## config.mk

```make
export PLATFORM = sky130hd
export DESIGN_NAME = mrsc_top
export DESIGN_NICKNAME = d
export VERILOG_FILES = /design/src/core/mrsc_pkg.sv /design/src/core/mrsc_top.sv /design/src/core/mrsc_sync_filter.sv
export SDC_FILE = /design/constraint.sdc
export NUM_CORES = 1
export LEC_CHECK = 0
export BUFFER_PORTS_ARGS = -buffer_cell sky130_fd_sc_hd__buf_2
export CORE_MARGIN = 5
export CORE_UTILIZATION = 45
export DETAILED_ROUTE_END_ITERATION = 8
export PLACE_DENSITY = 0.61
export SLEW_MARGIN = 10
export SYNTH_ARGS = -nofsm -noshare
export SYNTH_HDL_FRONTEND = slang
export SYNTH_SLANG_ARGS = --single-unit
```

## constraint.sdc

```tcl
create_clock -name clk_sys_i -period 2.8 [get_ports clk_sys_i]
set_input_delay 0.56 -clock clk_sys_i [delete_from_list [all_inputs] [get_ports clk_sys_i]]
set_output_delay 0.56 -clock clk_sys_i [all_outputs]
set_load 0.005 [all_outputs]
```

## src/core/mrsc_pkg.sv

```systemverilog
// Constants and carrier types for the module reset and status control block
package mrsc_pkg;
	localparam int unsigned CLK_HZ = 20000000;
	localparam int unsigned CP_COUNT = 8;
	// Factory-default hold time in ms, where the hold count saturates; release restores from BLINK_START_MS on
	localparam int unsigned DEFAULT_HOLD_MS = 6000;
	localparam int unsigned DEFAULT_HOLD_CYC = (CLK_HZ / 1000) * DEFAULT_HOLD_MS;
	// Blink indication begins at the lower end of the press window
	localparam int unsigned BLINK_START_MS = 5000;
	localparam int unsigned BLINK_START_CYC = (CLK_HZ / 1000) * BLINK_START_MS;
	// One-second blink period, half high and half low
	localparam int unsigned BLINK_HALF_MS = 500;
	localparam int unsigned BLINK_HALF_CYC = (CLK_HZ / 1000) * BLINK_HALF_MS;
	// Debounce settle time in ms
	localparam int unsigned DEBOUNCE_MS = 10;
	localparam int unsigned DEBOUNCE_CYC = (CLK_HZ / 1000) * DEBOUNCE_MS;
	// Length of the internal reboot pulse, cycles
	localparam int unsigned REBOOT_PULSE_CYC = 16;
	// Pin indices (zero based) of the SPI functions
	localparam int unsigned CP_IDX_IRQ = 1;
	localparam int unsigned CP_IDX_MISO = 2;
	localparam int unsigned CP_IDX_MOSI = 3;
	localparam int unsigned CP_IDX_SCLK = 6;
	localparam int unsigned CP_IDX_CS = 7;
	localparam logic [7:0] CP_DIR_RESET = 8'h00;
	localparam logic [7:0] CP_OUT_RESET = 8'h00;
	localparam logic [7:0] CP_OE_SPI_MASK = 8'hFB;

	typedef enum logic [1:0] {
		MRSC_DEF_IDLE,
		MRSC_DEF_COUNT,
		MRSC_DEF_ARMED,
		MRSC_DEF_RESTORE
	} mrsc_def_state_t;

	typedef struct packed {
		logic [7:0] in;
		logic [7:0] out;
		logic [7:0] oe_n;
	} mrsc_pins_t;

	typedef struct packed {
		logic sclk;
		logic cs_n;
		logic mosi;
		logic irq;
	} mrsc_spi_in_t;
endpackage

```

## src/core/mrsc_top.sv

```systemverilog
// Supervisory pins: hard reset, factory default, wake, status LEDs, config pins
//
// Overview of operation
// - System status LED stays steadily lit during normal operation.
// - After default held 5 s, LED blinks with one-second period.
// - After qualifying press, wait for release, then restore defaults and reboot.
// - Wireless link LED lit only while station is associated.
// - Wireless link LED output is active low.
// - System status LED output is active high.
// - Hard reset input active low; reboots processor directly in hardware.
// - Default input sampled; low for five seconds, then released, restores defaults and reboots.
// - Rising edge on wake input resumes processor from sleep.
// - Eight configurable pins, each input or output, inputs after reset.
// - SPI mode: pin 2 irq, 3 MISO, 4 MOSI, 7 SCLK, 8 chip select.
`timescale 1ns/100ps
module mrsc_top
	import mrsc_pkg::*;
#(
	parameter int unsigned HOLD_CYC = DEFAULT_HOLD_CYC,
	parameter int unsigned BLINK_START = BLINK_START_CYC,
	parameter int unsigned BLINK_HALF = BLINK_HALF_CYC,
	parameter int unsigned DEBOUNCE = DEBOUNCE_CYC
) (
	input wire logic clk_sys_i,
	input wire logic reset_i,
	input wire logic hard_reset_n_i,
	input wire logic factory_default_n_i,
	input wire logic wake_i,
	input wire logic sleep_req_i,
	input wire logic sta_associated_i,
	input wire logic [7:0] cp_dir_i,
	input wire logic [7:0] cp_out_i,
	input wire logic cp_cfg_valid_i,
	input wire logic spi_mode_i,
	input wire logic spi_miso_i,
	input wire logic [7:0] config_pin_in_i,
	output logic [7:0] config_pin_out_o,
	output logic [7:0] config_pin_oe_n_o,
	output logic [7:0] config_pin_sync_o,
	output mrsc_spi_in_t spi_in_o,
	output logic system_status_led_o,
	output logic wireless_link_led_n_o,
	output logic cpu_reset_o,
	output logic restore_defaults_o,
	output logic asleep_o,
	output logic wake_pulse_o
);
	localparam int unsigned HW = $clog2(HOLD_CYC + 1);
	localparam int unsigned BW = $clog2(BLINK_HALF + 1);
	localparam int unsigned PW = $clog2(REBOOT_PULSE_CYC + 1);

	logic hard_reset_n_s;
	logic default_n_s;
	logic wake_s;
	logic [7:0] cp_meta_r;
	logic [7:0] cp_sync_r;

	mrsc_sync_filter #(.SETTLE_CYC(1), .RESET_VAL(1'b1)) u_sync_hard (
		.clk_sys_i(clk_sys_i),
		.reset_i(reset_i),
		.async_i(hard_reset_n_i),
		.level_o(hard_reset_n_s)
	);
	mrsc_sync_filter #(.SETTLE_CYC(DEBOUNCE), .RESET_VAL(1'b1)) u_sync_def (
		.clk_sys_i(clk_sys_i),
		.reset_i(reset_i),
		.async_i(factory_default_n_i),
		.level_o(default_n_s)
	);
	mrsc_sync_filter #(.SETTLE_CYC(1), .RESET_VAL(1'b0)) u_sync_wake (
		.clk_sys_i(clk_sys_i),
		.reset_i(reset_i),
		.async_i(wake_i),
		.level_o(wake_s)
	);

	// Factory-default sequence
	mrsc_def_state_t def_state_r;
	mrsc_def_state_t def_state_nxt;
	logic [HW-1:0] hold_r;
	logic [HW-1:0] hold_nxt;
	logic [BW-1:0] blink_cnt_r;
	logic [BW-1:0] blink_cnt_nxt;
	logic blink_r;
	logic blink_nxt;
	logic restore_r;
	logic restore_nxt;

	always_comb begin
		def_state_nxt = def_state_r;
		hold_nxt = hold_r;
		blink_cnt_nxt = blink_cnt_r;
		blink_nxt = blink_r;
		restore_nxt = 1'b0;
		unique case (def_state_r)
			MRSC_DEF_IDLE: begin
				hold_nxt = '0;
				blink_nxt = 1'b1;
				blink_cnt_nxt = '0;
				if (!default_n_s) begin
					def_state_nxt = MRSC_DEF_COUNT;
				end
			end
			MRSC_DEF_COUNT: begin
				if (default_n_s) begin
					def_state_nxt = MRSC_DEF_IDLE;
				end else begin
					hold_nxt = hold_r + HW'(1);
					if (hold_r >= HW'(BLINK_START - 1)) begin
						def_state_nxt = MRSC_DEF_ARMED;
						blink_nxt = 1'b0;
						blink_cnt_nxt = '0;
					end
				end
			end
			MRSC_DEF_ARMED: begin
				// Blink with a one-second period until the button lets go
				if (blink_cnt_r >= BW'(BLINK_HALF - 1)) begin
					blink_cnt_nxt = '0;
					blink_nxt = !blink_r;
				end else begin
					blink_cnt_nxt = blink_cnt_r + BW'(1);
				end
				if (!default_n_s && hold_r < HW'(HOLD_CYC)) begin
					hold_nxt = hold_r + HW'(1);
				end
				if (default_n_s) begin
					def_state_nxt = MRSC_DEF_RESTORE;
				end
			end
			MRSC_DEF_RESTORE: begin
				// Restore only once released; a short press already left via IDLE
				restore_nxt = 1'b1;
				def_state_nxt = MRSC_DEF_IDLE;
			end
		endcase
	end

	always_ff @(posedge clk_sys_i) begin
		if (reset_i) begin
			def_state_r <= MRSC_DEF_IDLE;
			hold_r <= '0;
			blink_cnt_r <= '0;
			blink_r <= 1'b1;
			restore_r <= 1'b0;
		end else begin
			def_state_r <= def_state_nxt;
			hold_r <= hold_nxt;
			blink_cnt_r <= blink_cnt_nxt;
			blink_r <= blink_nxt;
			restore_r <= restore_nxt;
		end
	end

	// Reboot pulse: hard reset level or end of factory restore
	logic [PW-1:0] reboot_cnt_r;
	logic [PW-1:0] reboot_cnt_nxt;
	logic cpu_reset_r;
	logic cpu_reset_nxt;

	always_comb begin
		reboot_cnt_nxt = reboot_cnt_r;
		cpu_reset_nxt = 1'b0;
		if (!hard_reset_n_s) begin
			reboot_cnt_nxt = PW'(REBOOT_PULSE_CYC);
			cpu_reset_nxt = 1'b1;
		end else if (restore_r) begin
			reboot_cnt_nxt = PW'(REBOOT_PULSE_CYC);
			cpu_reset_nxt = 1'b1;
		end else if (reboot_cnt_r != '0) begin
			reboot_cnt_nxt = reboot_cnt_r - PW'(1);
			cpu_reset_nxt = 1'b1;
		end
	end

	always_ff @(posedge clk_sys_i) begin
		if (reset_i) begin
			reboot_cnt_r <= '0;
			cpu_reset_r <= 1'b1;
		end else begin
			reboot_cnt_r <= reboot_cnt_nxt;
			cpu_reset_r <= cpu_reset_nxt;
		end
	end

	// Sleep and wake
	logic wake_d_r;
	logic asleep_r;
	logic asleep_nxt;
	logic wake_pulse_r;
	logic wake_pulse_nxt;

	always_comb begin
		asleep_nxt = asleep_r;
		wake_pulse_nxt = 1'b0;
		if (cpu_reset_r) begin
			asleep_nxt = 1'b0;
		end else if (asleep_r && wake_s && !wake_d_r) begin
			asleep_nxt = 1'b0;
			wake_pulse_nxt = 1'b1;
		end else if (sleep_req_i) begin
			asleep_nxt = 1'b1;
		end
	end

	always_ff @(posedge clk_sys_i) begin
		if (reset_i) begin
			wake_d_r <= 1'b0;
			asleep_r <= 1'b0;
			wake_pulse_r <= 1'b0;
		end else begin
			wake_d_r <= wake_s;
			asleep_r <= asleep_nxt;
			wake_pulse_r <= wake_pulse_nxt;
		end
	end

	// LEDs
	logic system_status_led_r;
	logic system_status_led_nxt;
	logic link_led_n_r;
	logic link_led_n_nxt;

	always_comb begin
		system_status_led_nxt = 1'b1;
		if (def_state_r == MRSC_DEF_ARMED) begin
			system_status_led_nxt = blink_r;
		end
		link_led_n_nxt = !sta_associated_i;
	end

	always_ff @(posedge clk_sys_i) begin
		if (reset_i) begin
			system_status_led_r <= 1'b1;
			link_led_n_r <= 1'b1;
		end else begin
			system_status_led_r <= system_status_led_nxt;
			link_led_n_r <= link_led_n_nxt;
		end
	end

	// Configurable pins
	mrsc_pins_t pins_r;
	mrsc_pins_t pins_nxt;

	always_comb begin
		pins_nxt = pins_r;
		pins_nxt.in = cp_sync_r;
		if (cpu_reset_r) begin
			pins_nxt.oe_n = ~CP_DIR_RESET;
			pins_nxt.out = CP_OUT_RESET;
		end else if (cp_cfg_valid_i) begin
			pins_nxt.oe_n = ~cp_dir_i;
			pins_nxt.out = cp_out_i;
		end
		if (spi_mode_i) begin
			// Only MISO drives out; every other pin, SPI or not, is held as an input
			pins_nxt.oe_n = pins_nxt.oe_n | CP_OE_SPI_MASK;
			pins_nxt.oe_n[CP_IDX_MISO] = cpu_reset_r;
			pins_nxt.out[CP_IDX_MISO] = spi_miso_i;
		end
	end

	always_ff @(posedge clk_sys_i) begin
		if (reset_i) begin
			cp_meta_r <= 8'h00;
			cp_sync_r <= 8'h00;
			pins_r.in <= 8'h00;
			pins_r.out <= CP_OUT_RESET;
			pins_r.oe_n <= ~CP_DIR_RESET;
		end else begin
			cp_meta_r <= config_pin_in_i;
			cp_sync_r <= cp_meta_r;
			pins_r <= pins_nxt;
		end
	end

	assign config_pin_out_o = pins_r.out;
	assign config_pin_oe_n_o = pins_r.oe_n;
	assign config_pin_sync_o = pins_r.in;
	assign spi_in_o = {pins_r.in[CP_IDX_SCLK], pins_r.in[CP_IDX_CS], pins_r.in[CP_IDX_MOSI], pins_r.in[CP_IDX_IRQ]};
	assign system_status_led_o = system_status_led_r;
	assign wireless_link_led_n_o = link_led_n_r;
	assign cpu_reset_o = cpu_reset_r;
	assign restore_defaults_o = restore_r;
	assign asleep_o = asleep_r;
	assign wake_pulse_o = wake_pulse_r;

	property p_hard_reset;
		@(posedge clk_sys_i) disable iff (reset_i)
		!hard_reset_n_s |=> cpu_reset_o;
	endproperty
	a_hard_reset: assert property (p_hard_reset) else $error("hard reset did not reboot");
	property p_restore_reboot;
		@(posedge clk_sys_i) disable iff (reset_i)
		restore_defaults_o |=> cpu_reset_o [*8];
	endproperty
	a_restore_reboot: assert property (p_restore_reboot) else $error("restore without reboot pulse");
	property p_restore_after_release;
		@(posedge clk_sys_i) disable iff (reset_i)
		$rose(restore_defaults_o) |-> $past(default_n_s, 2) && $past(def_state_r, 2) == MRSC_DEF_ARMED;
	endproperty
	a_restore_after_release: assert property (p_restore_after_release) else $error("restore before release");
	property p_led_steady;
		@(posedge clk_sys_i) disable iff (reset_i)
		(def_state_r != MRSC_DEF_ARMED) |=> system_status_led_o;
	endproperty
	a_led_steady: assert property (p_led_steady) else $error("status LED not lit");
	property p_blink_start;
		@(posedge clk_sys_i) disable iff (reset_i)
		(def_state_r == MRSC_DEF_COUNT && def_state_nxt == MRSC_DEF_ARMED) |-> hold_r == HW'(BLINK_START - 1);
	endproperty
	a_blink_start: assert property (p_blink_start) else $error("blink started at wrong hold time");
	property p_link_led;
		@(posedge clk_sys_i) disable iff (reset_i)
		##1 (wireless_link_led_n_o == !$past(sta_associated_i));
	endproperty
	a_link_led: assert property (p_link_led) else $error("link LED wrong");
	property p_wake;
		@(posedge clk_sys_i) disable iff (reset_i)
		(asleep_r && !cpu_reset_r && $rose(wake_s)) |=> !asleep_o && wake_pulse_o;
	endproperty
	a_wake: assert property (p_wake) else $error("wake edge ignored");
	property p_reset_inputs;
		@(posedge clk_sys_i) disable iff (reset_i)
		cpu_reset_r && !spi_mode_i |=> config_pin_oe_n_o == 8'hFF;
	endproperty
	a_reset_inputs: assert property (p_reset_inputs) else $error("pin not input after reset");
	property p_spi_dirs;
		@(posedge clk_sys_i) disable iff (reset_i)
		spi_mode_i |=> (config_pin_oe_n_o & CP_OE_SPI_MASK) == CP_OE_SPI_MASK;
	endproperty
	a_spi_dirs: assert property (p_spi_dirs) else $error("SPI input pin driven");
endmodule

```

## src/core/mrsc_sync_filter.sv

```systemverilog
// Two-stage synchroniser with optional debounce filter
`timescale 1ns/100ps
module mrsc_sync_filter #(
	parameter int unsigned SETTLE_CYC = 1,
	parameter logic RESET_VAL = 1'b1
) (
	input wire logic clk_sys_i,
	input wire logic reset_i,
	input wire logic async_i,
	output logic level_o
);
	localparam int unsigned CW = $clog2(SETTLE_CYC + 1);
	logic meta_r;
	logic sync_r;
	logic level_r;
	logic level_nxt;
	logic [CW-1:0] cnt_r;
	logic [CW-1:0] cnt_nxt;

	always_comb begin
		level_nxt = level_r;
		cnt_nxt = cnt_r;
		if (sync_r == level_r) begin
			cnt_nxt = '0;
		end else if (cnt_r >= CW'(SETTLE_CYC - 1)) begin
			level_nxt = sync_r;
			cnt_nxt = '0;
		end else begin
			cnt_nxt = cnt_r + CW'(1);
		end
	end

	always_ff @(posedge clk_sys_i) begin
		if (reset_i) begin
			meta_r <= RESET_VAL;
			sync_r <= RESET_VAL;
			level_r <= RESET_VAL;
			cnt_r <= '0;
		end else begin
			meta_r <= async_i;
			sync_r <= meta_r;
			level_r <= level_nxt;
			cnt_r <= cnt_nxt;
		end
	end

	assign level_o = level_r;
endmodule

```

# ---- After elaboration in Yosys (flattened, before gate mapping)
# Index checks and enable logic that the tools add are counted.
dict set report word_totals {
  register_bits 135
  out_inout_bits 34
  input_bits 34
  wordCells 116
}
dict set report op_classes {
  order_cmp 6
  n_eq_ne 14
  n_addsub 6
  muxes 26
  n_reduce_logical 26
  bitwise_logic 6
}
# cell count
set ops {}
lappend ops {{27-bit case mux with 3 select lines} 1}
lappend ops {{24-bit 2-to-1 mux} 3}
lappend ops {{24-bit case mux with 3 select lines} 1}
lappend ops {{27-bit 2-to-1 mux} 2}
lappend ops {{27-bit by 1-bit adder with 27-bit output, second input constant} 1}
lappend ops {{27-bit >= comparator, second input constant} 1}
lappend ops {{27-bit < comparator, second input constant} 1}
lappend ops {{24-bit by 1-bit adder with 24-bit output, second input constant} 1}
lappend ops {{24-bit >= comparator, second input constant} 1}
lappend ops {{11-bit 2-to-1 mux} 2}
lappend ops {{18-bit by 1-bit adder with 18-bit output, second input constant} 1}
lappend ops {{18-bit >= comparator, second input constant} 1}
lappend ops {{3-bit OR reduction} 6}
lappend ops {{5-bit 2-to-1 mux} 3}
lappend ops {{2-bit != test, second input constant} 5}
lappend ops {{3-bit AND reduction} 3}
lappend ops {{2-bit 2-to-1 mux} 4}
lappend ops {{8-bit inverter} 1}
lappend ops {{2-bit case mux with 4 select lines} 1}
lappend ops {{1-bit 2-to-1 mux} 7}
lappend ops {{2-bit AND reduction} 3}
lappend ops {{3-bit nonzero test} 2}
lappend ops {{1-bit inverter} 5}
lappend ops {{5-bit nonzero test} 1}
lappend ops {{16 further kinds} 27}

# ---- Longest topological paths before layout
# Gate-level depths: netlist (run 1).
dict set report logic_depth {
  ltp_word 4
  depth_mapped 10
  depth_no_buf 9
}

# ---- Cells and area by module
# From an unflattened synthesis (run 1), not the netlist that was laid out.
dict set report hier_totals {
  hier_cells 640
  area_unflattened_um2 5705.5
}
# module cells_per_inst n_inst area_each_um2 seq_area_each_um2
set by_module_without_submodules {}
lappend by_module_without_submodules {mrsc_top 525 1 4633.2 2122.0}
lappend by_module_without_submodules {{mrsc_sync_filter (u_sync_def)} 103 1 914.6 420.4}
lappend by_module_without_submodules {{mrsc_sync_filter (u_sync_hard ...)} 6 2 78.8 60.1}

# ---- Worst setup path before layout (run 1)
# No wires, ideal clock.
dict set report synth_path {
  path_type {register to register}
  start {register (tool-made name)}
  end {register hold_r[21]}
  t_required_ns 2.672
  setup_ns 0.128
  period_less_slack_ns 2.044
  stages_incl_launch_ff 11
  t_arrival_ns 1.916
  n_path_buf 1
  slack_ns 0.756
  path_cell_list {dfxtp_1 -> inv_1 -> ha_1 -> a21oi_2 -> nand4_1 -> o21ai_4 -> and4_1 -> buf_4 -> nand4_1 -> xor2_1 -> nor2_1}
}
# item line_no
set synth_lines {}
lappend synth_lines {{to (signal assigned)} mrsc_top.sv:148} ;# hold_r <= hold_nxt;
lappend synth_lines {{to (decl)} mrsc_top.sv:80} ;# logic [HW-1:0] hold_r;

==> metrics.cfg, run 1 <==
[outcome]
status=completed

[cts]
htree_levels=4
cts.sinks=133
cts_buffer_depth=2
cts_root_buf=clkbuf_16
hold_buffers=0
clkTransAtPathRegs_ns=0.06
clk_latency_ns=0.41
cts_setup_buffers=0
cts_inserted_buffers=17
cts_tree=done
ctsResizeCount=0

[sta]
fmax_ghz=0.393
slew_headroom_pct=46.2
slew_violations=0
period_share_pct=91.0
skew_ns=0.00953
min_period_ns=2.55
hold_viol_final=0
setup_viol=0
finalWorstSetupSlack_ns=0.253
grt_setup_unrepaired=false
worstMarginPinSlew_ns=0.802
fin_tns_setup_ns=0

[critical_path]
crit_type=reg -> reg
cp_slowest_stage_delay_ns=0.53
crit_top_cell=and4_1
cp_max_fo=12
cpMaxStageDelayCell=and4_1
worstPathCellList=inv_1, ha_1, a21oi_2, nand4_1, o21ai_4, and4_1, and4_1, xnor2_1, nor2_1
crit_path_start_kind=flip-flop
worstPathArrival_ns=2.85
critPathCaptureType=flip-flop
cp.required_ns=3.10

[logic_synthesis]
yosysSeqAreaShare_pct=47.5
synth.avg_cell_area_um2=9.11
synth_edf_count=0
ys_async_sr_fraction_pct=0
synth_fp_nets=659
syn_inst=616
yosys_warnings=0
ys_types=64
synth-seq-cells=133
syn-cell-area_um2=5610
synth_flop_cell=dfxtp_1

[route]
num_vias=4295
drt_iter0_markers=269
first_pass_iters=5
drt-vias-per-instance=4.99
drcViolationCount=0
wl_um=10900
drtAntennaViolNets=0
routedWlPerCell_um=12.6

[place]
hpwl_um=7540
port_buffers=67
place_ws_ns=0.274
dp_cells=828
gp_congestion=0.798

[run]
max_cap_violations=0

[floorplan]
die_w_um=122
boundaryPins=68
die-area_um2=14800
initial_core_util_pct=46.3
die_h_um=122
core_um2=12100
rows=40

[cells_and_area]
antennaDiodeCount=0
final_cells=860
fin_nets=722
syn2layout_area_growth_pct=18.5
drive_gt1_share_pct=18.8

[grt]
first_global_vias=4065
antenna_found_initial=0
grt_max_degree=49
grt_first_pass_wirelength_um=18500
grt_util_all_layers_pct=15.2
grt_overflow=0

[power]
netSwitchingFraction_pct=25.1
p_clk_share_pct=48.1
ir_worst_vdd_mv=0.430
power_density_nw_per_um2=680
p_leak_nw=2.43
p_switching_mw=1.13
combPwrFrac_pct=7.5
internal_power_mw=3.39
seq_power_share_pct=44.4

[hold_path]
min_path_type=in -> reg
min_from=sta_associated_i

## cells in the mapped netlist (all sizes together) (3+ instances only)
library cell | count | area (um2)
and3 | 8 | 50.1
xor2 | 25 | 219
nand4 | 21 | 165
nand3b | 4 | 30.0
inv | 14 | 52.6
a31oi | 3 | 18.8
or2 | 7 | 43.8
nand3 | 28 | 140
ha | 9 | 113
o21ai | 13 | 76.3
and4 | 6 | 53.8
a2111oi | 3 | 28.8
nor3 | 12 | 76.3
xnor2 | 40 | 350
buf | 14 | 80.1
nor2b | 30 | 188
nor4 | 3 | 33.8
a21oi | 11 | 58.8
dfxtp | 133 | 2660
clkbuf | 15 | 56.3
mux2i | 9 | 90.1
and2 | 3 | 18.8
a211oi | 17 | 143
nand2 | 51 | 194
nor2 | 103 | 389
nand2b | 4 | 25.0
o211ai | 3 | 27.5
a21o | 3 | 22.5
## critical path: cells and delay by family, from the launching register on
kind            cells  cell delay [ns]
buf+inv             1             0.09
xor+xnor            1             0.12
flops               1             0.38
fa+ha+maj           1             0.24
simple gates        4             1.05
compound gates      2             0.55
## power groups by stage
stage | registers (mW) | logic, mW | clock network (mW)
global route | 2.02 | 0.384 | 2.33
global placement | 2.05 | 0.328 | 0
finish | 2.01 | 0.337 | 2.18
detailed placement | 2.05 | 0.343 | 0
CTS | 2.01 | 0.344 | 2.24
floorplan | 2.05 | 0.244 | 0
## metrics by stage
step | hold WS, ns | power (mW) | instance area [um2] | utilization, %
after CTS | 0.291 | 4.59 | 6650 | 54.9
final | 0.311 | 4.52 | 6650 | 54.9
after floorplan | 0.389 | 2.29 | 5610 | -
after detailed placement | 0.395 | 2.39 | 6060 | 50.1
after global routing | 0.289 | 4.73 | 6650 | 54.9
after global placement | 0.395 | 2.38 | 6060 | 50.1
## final timing paths
check / end / slack [ns] / cells after the start
setup / recovery: hold_r[9] / 0.25 / 9
hold / removal: wireless_link_led_n_o / 0.31 / 2
setup reg to reg: hold_r[9] / 0.25 / 9
hold reg to reg: u_sync_hard.sync_r / 0.41 / 1
## cell type report
cell class	count	area, um2
Clock inverter	15	160
Tap cell	168	210
Fill cell	1149	5460
Timing Repair Buffer	73	380
Sequential cell	133	2660
Clock buffer	17	425
Inverter	14	52.6
Multi-Input combinational cell	440	2760
## layout by cell type, fill, tap and decap left out, drive strengths merged, types with 11 or more instances in the layout
master / n
dfxtp: 133
nor2: 103
buf: 73
nand2: 51
xnor2: 40
nor2b: 30
nand3: 28
xor2: 25
inv: 25
nand4: 21
clkbuf: 17
a211oi: 17
o21ai: 13
nor3: 12
a21oi: 11
## metal layers
layer  up-vias  GRT usage (%)  share of wire (%)
met2        65           25.0                 50
li1       2220              -                  -
met5         -              0                  0
met1      2002           18.9                 46
met3         8           4.55                3.7
met4         0           5.46                1.0
## state kept, by name (all words and copies together) (netlist names), 5 cells and up, named ones only
signal	count
blink_cnt_r	24
config_pin_oe_n_o	8
config_pin_out_o	8
config_pin_sync_o	8
cp_meta_r	8
cp_sync_r	8
hold_r	27
reboot_cnt_r	5
u_sync_def.cnt_r	18
## cell families after synthesis
| family | share of synthesized area (%) |
|---|---|
| DFF | 47.5 |
| adders and majority gates | 2.01 |
| xor gates and xnor gates | 10.1 |
| muxes | 1.61 |
| and+or+nand+nor | 25.7 |
| buffers and inverters | 3.37 |
| AOI/OAI and AO/OA | 9.68 |
Note: power is estimated with default switching activity, not from simulation.
==> run 2, diff against run 1 <==
--- a/config.mk
+++ b/config.mk
@@ -9,8 +9,10 @@
 export CORE_MARGIN = 5
 export CORE_UTILIZATION = 45
 export DETAILED_ROUTE_END_ITERATION = 8
+export GPL_ROUTABILITY_DRIVEN = 0
 export PLACE_DENSITY = 0.61
 export SLEW_MARGIN = 10
 export SYNTH_ARGS = -nofsm -noshare
 export SYNTH_HDL_FRONTEND = slang
+export SYNTH_HIERARCHICAL = 1
 export SYNTH_SLANG_ARGS = --single-unit
==> metrics.cfg, run 2 <==
[route]
drt_iter0_markers=212  ; was 269
drcViolationCount=0  ; unchanged
drtAntennaViolNets=0  ; unchanged
wl_um=11600  ; was 10900 um
routedWlPerCell_um=12.9  ; was 12.6 um
num_vias=4621  ; was 4295
first_pass_iters=4  ; was 5
drt-vias-per-instance=5.15  ; was 4.99

[critical_path]
r2r-end=hold_r[10]  ; was hold_r[9]
reg2reg_depth=8  ; was 9
worst-path-buf-inv=2  ; was 1
worst-r2r-setup-slack_ns=0.30  ; was 0.25 ns
cp_max_fo=9  ; was 12
cp.required_ns=3.15  ; was 3.10 ns
worstPathArrival_ns=2.85  ; about the same
critPathCaptureType=flip-flop  ; unchanged
cp_slowest_stage_delay_ns=0.51  ; was 0.53 ns
cpMaxStageDelayCell=or4_1  ; was and4_1
worstPathCellList=inv_1, ha_1, o21a_1, nor4_4, buf_4, o21ai_2, or4_1, a21oi_1  ; was inv_1, ha_1, a21oi_2, nand4_1, o21ai_4, and4_1, and4_1, xnor2_1, nor2_1
cp_top_family=simple AND/OR/NAND/NOR gates  ; unchanged
crit_path_start_kind=flip-flop  ; unchanged
r2r-start=def_state_r[0]
crit_type=reg -> reg  ; unchanged

[cells_and_area]
fin_nets=756  ; was 722
ff_latch_area_um2=2660  ; unchanged
reg_top3=hold_r (27), blink_cnt_r (24), u_sync_def/cnt_r (18)  ; was hold_r (27), blink_cnt_r (24), u_sync_def.cnt_r (18)
antennaDiodeCount=0  ; unchanged
n_fill_cell=1159  ; was 1149
regMostFlops=hold_r  ; unchanged
layout_commonest_cell=dfxtp_1  ; unchanged
syn2layout_area_growth_pct=19.5  ; was 18.5%
multiInputGateArea_um2=2830  ; was 2760 um2
fin_area_um2=6820  ; was 6650 um2
final_cell_mix=133 x dfxtp_1, 85 x nor2_1, 67 x buf_2, 52 x nand2_1, 39 x a21oi_1  ; was 133 x dfxtp_1, 102 x nor2_1, 67 x buf_2, 50 x nand2_1, 40 x xnor2_1
drive_gt1_share_pct=18.2  ; was 18.8%
largest_reg_flops=27  ; unchanged

[sta]
slew_headroom_pct=31.7  ; was 46.2%
grt_setup_unrepaired=false  ; unchanged
min_period_ns=2.50  ; was 2.55 ns
setup_viol=0  ; unchanged
hold_viol_final=0  ; unchanged
worstMarginPinSlew_ns=1.02  ; was 0.802 ns
fmax_ghz=0.400  ; was 0.393 GHz
fin_tns_setup_ns=0  ; unchanged
skew_ns=0.00562  ; was 0.00953 ns
period_share_pct=89.3  ; was 91.0%
slew_violations=0  ; unchanged

[logic_synthesis]
synth_fp_nets=682  ; was 659
yosys_warnings=6  ; was 0
synth_area_leader_cell=dfxtp_1  ; unchanged
ys_types=58  ; was 64
ys_async_sr_fraction_pct=0  ; unchanged
synth_edf_count=0  ; unchanged
yosys.area.top_type_share_pct=46.7  ; was 47.5%
syn_inst=640  ; was 616
synth_flop_cell=dfxtp_1  ; unchanged
syn-cell-area_um2=5710  ; was 5610 um2
synth_common_cells=133 x dfxtp_1, 85 x nor2_1, 52 x nand2_1, 39 x a21oi_1, 35 x xnor2_1  ; was 133 x dfxtp_1, 102 x nor2_1, 50 x nand2_1, 40 x xnor2_1, 30 x nor2b_1
yosysSeqAreaShare_pct=46.7  ; was 47.5%
synth-seq-cells=133  ; unchanged
synth.avg_cell_area_um2=8.91  ; was 9.11 um2
synth_area_leaders=dfxtp_1 47%, nor2_1 5.6%, xnor2_1 5.4%, a21oi_1 3.4%, nand2_1 3.4%  ; was dfxtp_1 47%, nor2_1 6.8%, xnor2_1 6.2%, xor2_1 3.9%, nand2_1 3.3%
yosysMostFrequentCell=dfxtp_1  ; unchanged

[cts]
hold_buffers=0  ; unchanged
cts.sinks=133  ; unchanged
ctsResizeCount=0  ; unchanged
cts_tree=done  ; unchanged
clk_latency_ns=0.41  ; about the same
cts_buffer_depth=2  ; unchanged
cts_inserted_buffers=17  ; unchanged
cts_root_buf=clkbuf_16  ; unchanged
clkTransAtPathRegs_ns=0.06  ; about the same
cts_setup_buffers=0  ; unchanged
htree_levels=4  ; unchanged

[floorplan]
core_um2=12500  ; was 12100 um2
rows=41  ; was 40
boundaryPins=68  ; unchanged
die_w_um=123  ; was 122 um
initial_core_util_pct=45.6  ; was 46.3%
die_h_um=123  ; was 122 um
die-area_um2=15000  ; was 14800 um2

[place]
place_area_um2=6240  ; was 6060 um2
port_buffers=67  ; unchanged
hpwl_um=8210  ; was 7540 um

[grt]
grt_first_pass_wirelength_um=19900  ; was 18500 um
grt_util_all_layers_pct=16.3  ; was 15.2%
first_global_vias=4411  ; was 4065
grt_overflow=0  ; unchanged
grt_max_degree=27  ; was 49
antenna_found_initial=0  ; unchanged

[run]
max_cap_violations=0  ; unchanged

[power]
ir_worst_vdd_mv=0.511  ; was 0.430 mV
power_density_nw_per_um2=645  ; was 680 nW/um2
p_leak_nw=2.41  ; was 2.43 nW

[hold_path]
min_from=sta_associated_i  ; unchanged
holdPathEnd=wireless_link_led_n_o  ; unchanged
min_path_type=in -> reg  ; unchanged
worst_hold_path.num_cells=2  ; unchanged

[outcome]
status=completed  ; unchanged

==> run 2: final cells by class <==
class                           instances  share of cell area [%]
Clock inverter                         12                    1.89
Multi-Input combinational cell        460                    41.5
Sequential cell                       133                    39.1
Clock buffer                           19                    6.64
Tap cell                              172                    3.16
Timing Repair Buffer                   83                    6.68
Inverter                               19                    1.05
==> run 2: through the flow <==
stage               utilization, %  hold WS (ns)  power (mW)  worst slack [ns]  instances
floorplan                        -         0.385        2.19             0.532        640
CTS                           54.5         0.299        4.45             0.302        898
detailed placement            49.8         0.393        2.27             0.289        867
finish                        54.5         0.314        4.40             0.300        898
global placement              49.8         0.393        2.26             0.390        867
global route                  54.5         0.323        4.58            0.0497        898
==> run 2: worst max path at each step <==
stage | from | to | slack [ns] | cells after the start
6_report | def_state_r[0] | hold_r[10] | 0.30 | 8
5_1_grt | def_state_r[0] | hold_r[11] | 0.05 | 7
4_1_cts | def_state_r[0] | hold_r[10] | 0.30 | 8
3_5_place_dp | def_state_r[0] | hold_r[10] | 0.29 | 8
3_3_place_gp | def_state_r[0] | hold_r[10] | 0.39 | 8
2_1_floorplan | def_state_r[0] | hold_r[10] | 0.53 | 9
==> run 2: report_power, final <==
| part | internal (mW) | switching, mW | total [mW] |
|---|---|---|---|
| Combinational | 0.119 | 0.126 | 0.245 |
| Clock | 1.35 | 0.820 | 2.17 |
| Sequential | 1.95 | 0.0296 | 1.98 |
==> run 2: routing by layer <==
metal	up-vias	part of all wire (%)	global-route usage (%)
met3	14	5.8	4.79
met4	0	1.5	6.16
met1	2134	47	20.1
met5	-	0	0
met2	81	46	27.0
li1	2392	-	-
==> run 2: cell families after synthesis <==
kind of cell	Yosys count	share of synthesized area [%]
flops	133	46.7
compound gates	121	14.0
simple gates	274	24.9
buf+inv	47	3.71
mux	10	1.75
fa+ha+maj	8	1.75
xor+xnor	47	7.21
==> run 3, diff against run 2 <==
--- a/config.mk
+++ b/config.mk
@@ -10,7 +10,9 @@
 export CORE_UTILIZATION = 45
 export DETAILED_ROUTE_END_ITERATION = 8
 export GPL_ROUTABILITY_DRIVEN = 0
+export GPL_TIMING_DRIVEN = 0
 export PLACE_DENSITY = 0.61
+export SETUP_SLACK_MARGIN = 0.5
 export SLEW_MARGIN = 10
 export SYNTH_ARGS = -nofsm -noshare
 export SYNTH_HDL_FRONTEND = slang
==> metrics.cfg, run 3 (synthesis gave the netlist of run 2 again) <==
[place]
dp_cells=878  ; was 867
port_buffers=66  ; was 67
hpwl_um=8580  ; was 8210 um
place_area_um2=6250  ; was 6240 um2
place_ws_ns=0.0273  ; was 0.289 ns

[route]
num_vias=4852  ; was 4621
drt_iter0_markers=274  ; was 212
drcViolationCount=0  ; unchanged
first_pass_iters=5  ; was 4
drtAntennaViolNets=0  ; unchanged
wl_met3_um=662  ; was 671 um
routedWlPerCell_um=13.7  ; was 12.9 um
wl_met1_um=5550  ; was 5410 um
drt-vias-per-instance=5.21  ; was 5.15
top_layer_used=met4  ; unchanged
wl_um=12700  ; was 11600 um
wl_met2_um=6270  ; was 5300 um

[sta]
grt_setup_unrepaired=true  ; was false
finalWorstSetupSlack_ns=0.525  ; was 0.300 ns
fin_tns_setup_ns=0  ; unchanged
min_period_ns=2.27  ; was 2.50 ns
period_share_pct=81.2  ; was 89.3%
fmax_ghz=0.440  ; was 0.400 GHz
skew_ns=0.00714  ; was 0.00562 ns
slew_headroom_pct=64.2  ; was 31.7%
worstMarginPinSlew_ns=0.537  ; was 1.02 ns
setup_viol=0  ; unchanged
hold_viol_final=0  ; unchanged
slew_violations=0  ; unchanged

[grt]
grt_overflow=0  ; unchanged
grt_first_pass_wirelength_um=21500  ; was 19900 um
antenna_found_initial=0  ; unchanged
grt_max_degree=17  ; was 27
first_global_vias=4741  ; was 4411
grt_util_all_layers_pct=17.9  ; was 16.3%

[floorplan]
die_w_um=123  ; unchanged
initial_core_util_pct=45.6  ; unchanged
boundaryPins=68  ; unchanged
rows=41  ; unchanged
die-area_um2=15000  ; unchanged
core_um2=12500  ; unchanged
die_h_um=123  ; unchanged

[cts]
htree_levels=4  ; unchanged
clkTransAtPathRegs_ns=0.05  ; was 0.06 ns
cts_buffer_depth=2  ; unchanged
cts_root_buf=clkbuf_16  ; unchanged
cts_inserted_buffers=17  ; unchanged
clk_latency_ns=0.42  ; was 0.41 ns
hold_buffers=0  ; unchanged
cts_tree=done  ; unchanged
cts.sinks=133  ; unchanged

[critical_path]
crit_path_start_kind=flip-flop  ; unchanged
crit_path_start=def_state_r[0]  ; unchanged
cp.required_ns=3.14  ; was 3.15 ns
critPathCaptureType=flip-flop  ; unchanged
worstPathArrival_ns=2.62  ; was 2.85 ns
cp_slowest_stage_delay_ns=0.49  ; was 0.51 ns
crit_type=reg -> reg  ; unchanged
cpMaxStageDelayCell=or4_1  ; unchanged
cp_max_fo=7  ; was 9
r2r-start=def_state_r[0]  ; unchanged
worstPathCellList=inv_4, ha_4, buf_8, o21a_4, nor4_4, buf_6, o211ai_4, or4_1, a21oi_1  ; was inv_1, ha_1, o21a_1, nor4_4, buf_4, o21ai_2, or4_1, a21oi_1

[outcome]
status=completed  ; unchanged

[cells_and_area]
antennaDiodeCount=0  ; unchanged
n_fill_cell=1141  ; was 1159
final_cell_mix=129 x dfxtp_1, 83 x nor2_1, 70 x buf_2, 52 x nand2_1, 35 x xnor2_1  ; was 133 x dfxtp_1, 85 x nor2_1, 67 x buf_2, 52 x nand2_1, 39 x a21oi_1
layout_commonest_cell=dfxtp_1  ; unchanged
final_cells=932  ; was 898
drive_gt1_share_pct=23.8  ; was 18.2%
reg_top3=hold_r (27), blink_cnt_r (24), u_sync_def/cnt_r (18)  ; unchanged
largest_reg_flops=27  ; unchanged
fin_area_um2=7260  ; was 6820 um2
fin_nets=790  ; was 756
syn2layout_area_growth_pct=27.2  ; was 19.5%
regMostFlops=hold_r  ; unchanged

[hold_path]
min_from=sta_associated_i  ; unchanged
min_path_type=in -> reg  ; unchanged

[power]
power_density_nw_per_um2=611  ; was 645 nW/um2
ir_worst_vdd_mv=0.397  ; was 0.511 mV
p_leak_nw=2.59  ; was 2.41 nW

[run]
max_cap_violations=0  ; unchanged

==> run 3: changes by cell type in the layout (fill, tap and decap cells not counted), moves of 4 or more <==
cell,change
clkbuf_1,+12
buf_4,+10
a21oi_1,-6
a21oi_2,+6
buf_6,+5
dfxtp_1,-4
or4_1,-4
or4_4,+4
==> run 3: worst paths after layout <==
| kind | to | slack, ns | cells after the start |
|---|---|---|---|
| max | hold_r[24] | 0.53 | 9 |
| min | wireless_link_led_n_o | 0.32 | 2 |
| max reg2reg | hold_r[24] | 0.53 | 9 |
| min reg2reg | u_sync_hard/level_o | 0.41 | 1 |
==> run 3: what timing repair did <==
action                                  4_1_cts  5_1_grt
endpoints found under the setup margin       51       48
setup buffers                                12       10
hold endpoints to repair                      0        0
cloned                                        0        1
pin swaps                                     7       17
resized for setup                            23       37
==> run 3: final cells by class <==
cell class / instances / area, um2 / area share [%]
inverter: 19 / 73.8 / 1.02
clock inverter: 7 / 93.8 / 1.29
sequential: 133 / 2670 / 36.8
tap: 172 / 215 / 2.97
clock buffer: 24 / 502 / 6.91
buffer: 28 / 178 / 2.45
multi-input combinational: 460 / 3010 / 41.4
timing repair buffer: 89 / 517 / 7.12
==> run 3: critical path: cells and delay by family (launching register included) <==
kind	cells	cell delay [ns]
flops	1	0.36
compound gates	3	0.48
simple gates	2	0.85
fa+ha+maj	1	0.15
buf+inv	3	0.35
==> run 3: power breakdown <==
| part | switching (mW) | internal [mW] | total (mW) |
|---|---|---|---|
| clock network | 0.777 | 1.42 | 2.20 |
| registers | 0.0304 | 1.95 | 1.98 |
| logic | 0.130 | 0.123 | 0.253 |
==> run 3: stage by stage <==
stage	hold WS (ns)	util (%)	power, mW
6_report	0.320	58.0	4.44
5_1_grt	0.297	58.0	4.63
4_1_cts	0.294	56.2	4.49
3_5_place_dp	0.400	49.9	2.28
3_3_place_gp	0.397	49.9	2.27
2_1_floorplan	0.385	-	2.19
==> run 3: metal layers <==
layer  global-route usage, %  up-vias
li1                        -     2455
met1                    20.6     2269
met2                    31.0      109
met3                    5.35       19
met4                    7.35        0
met5                       0        -
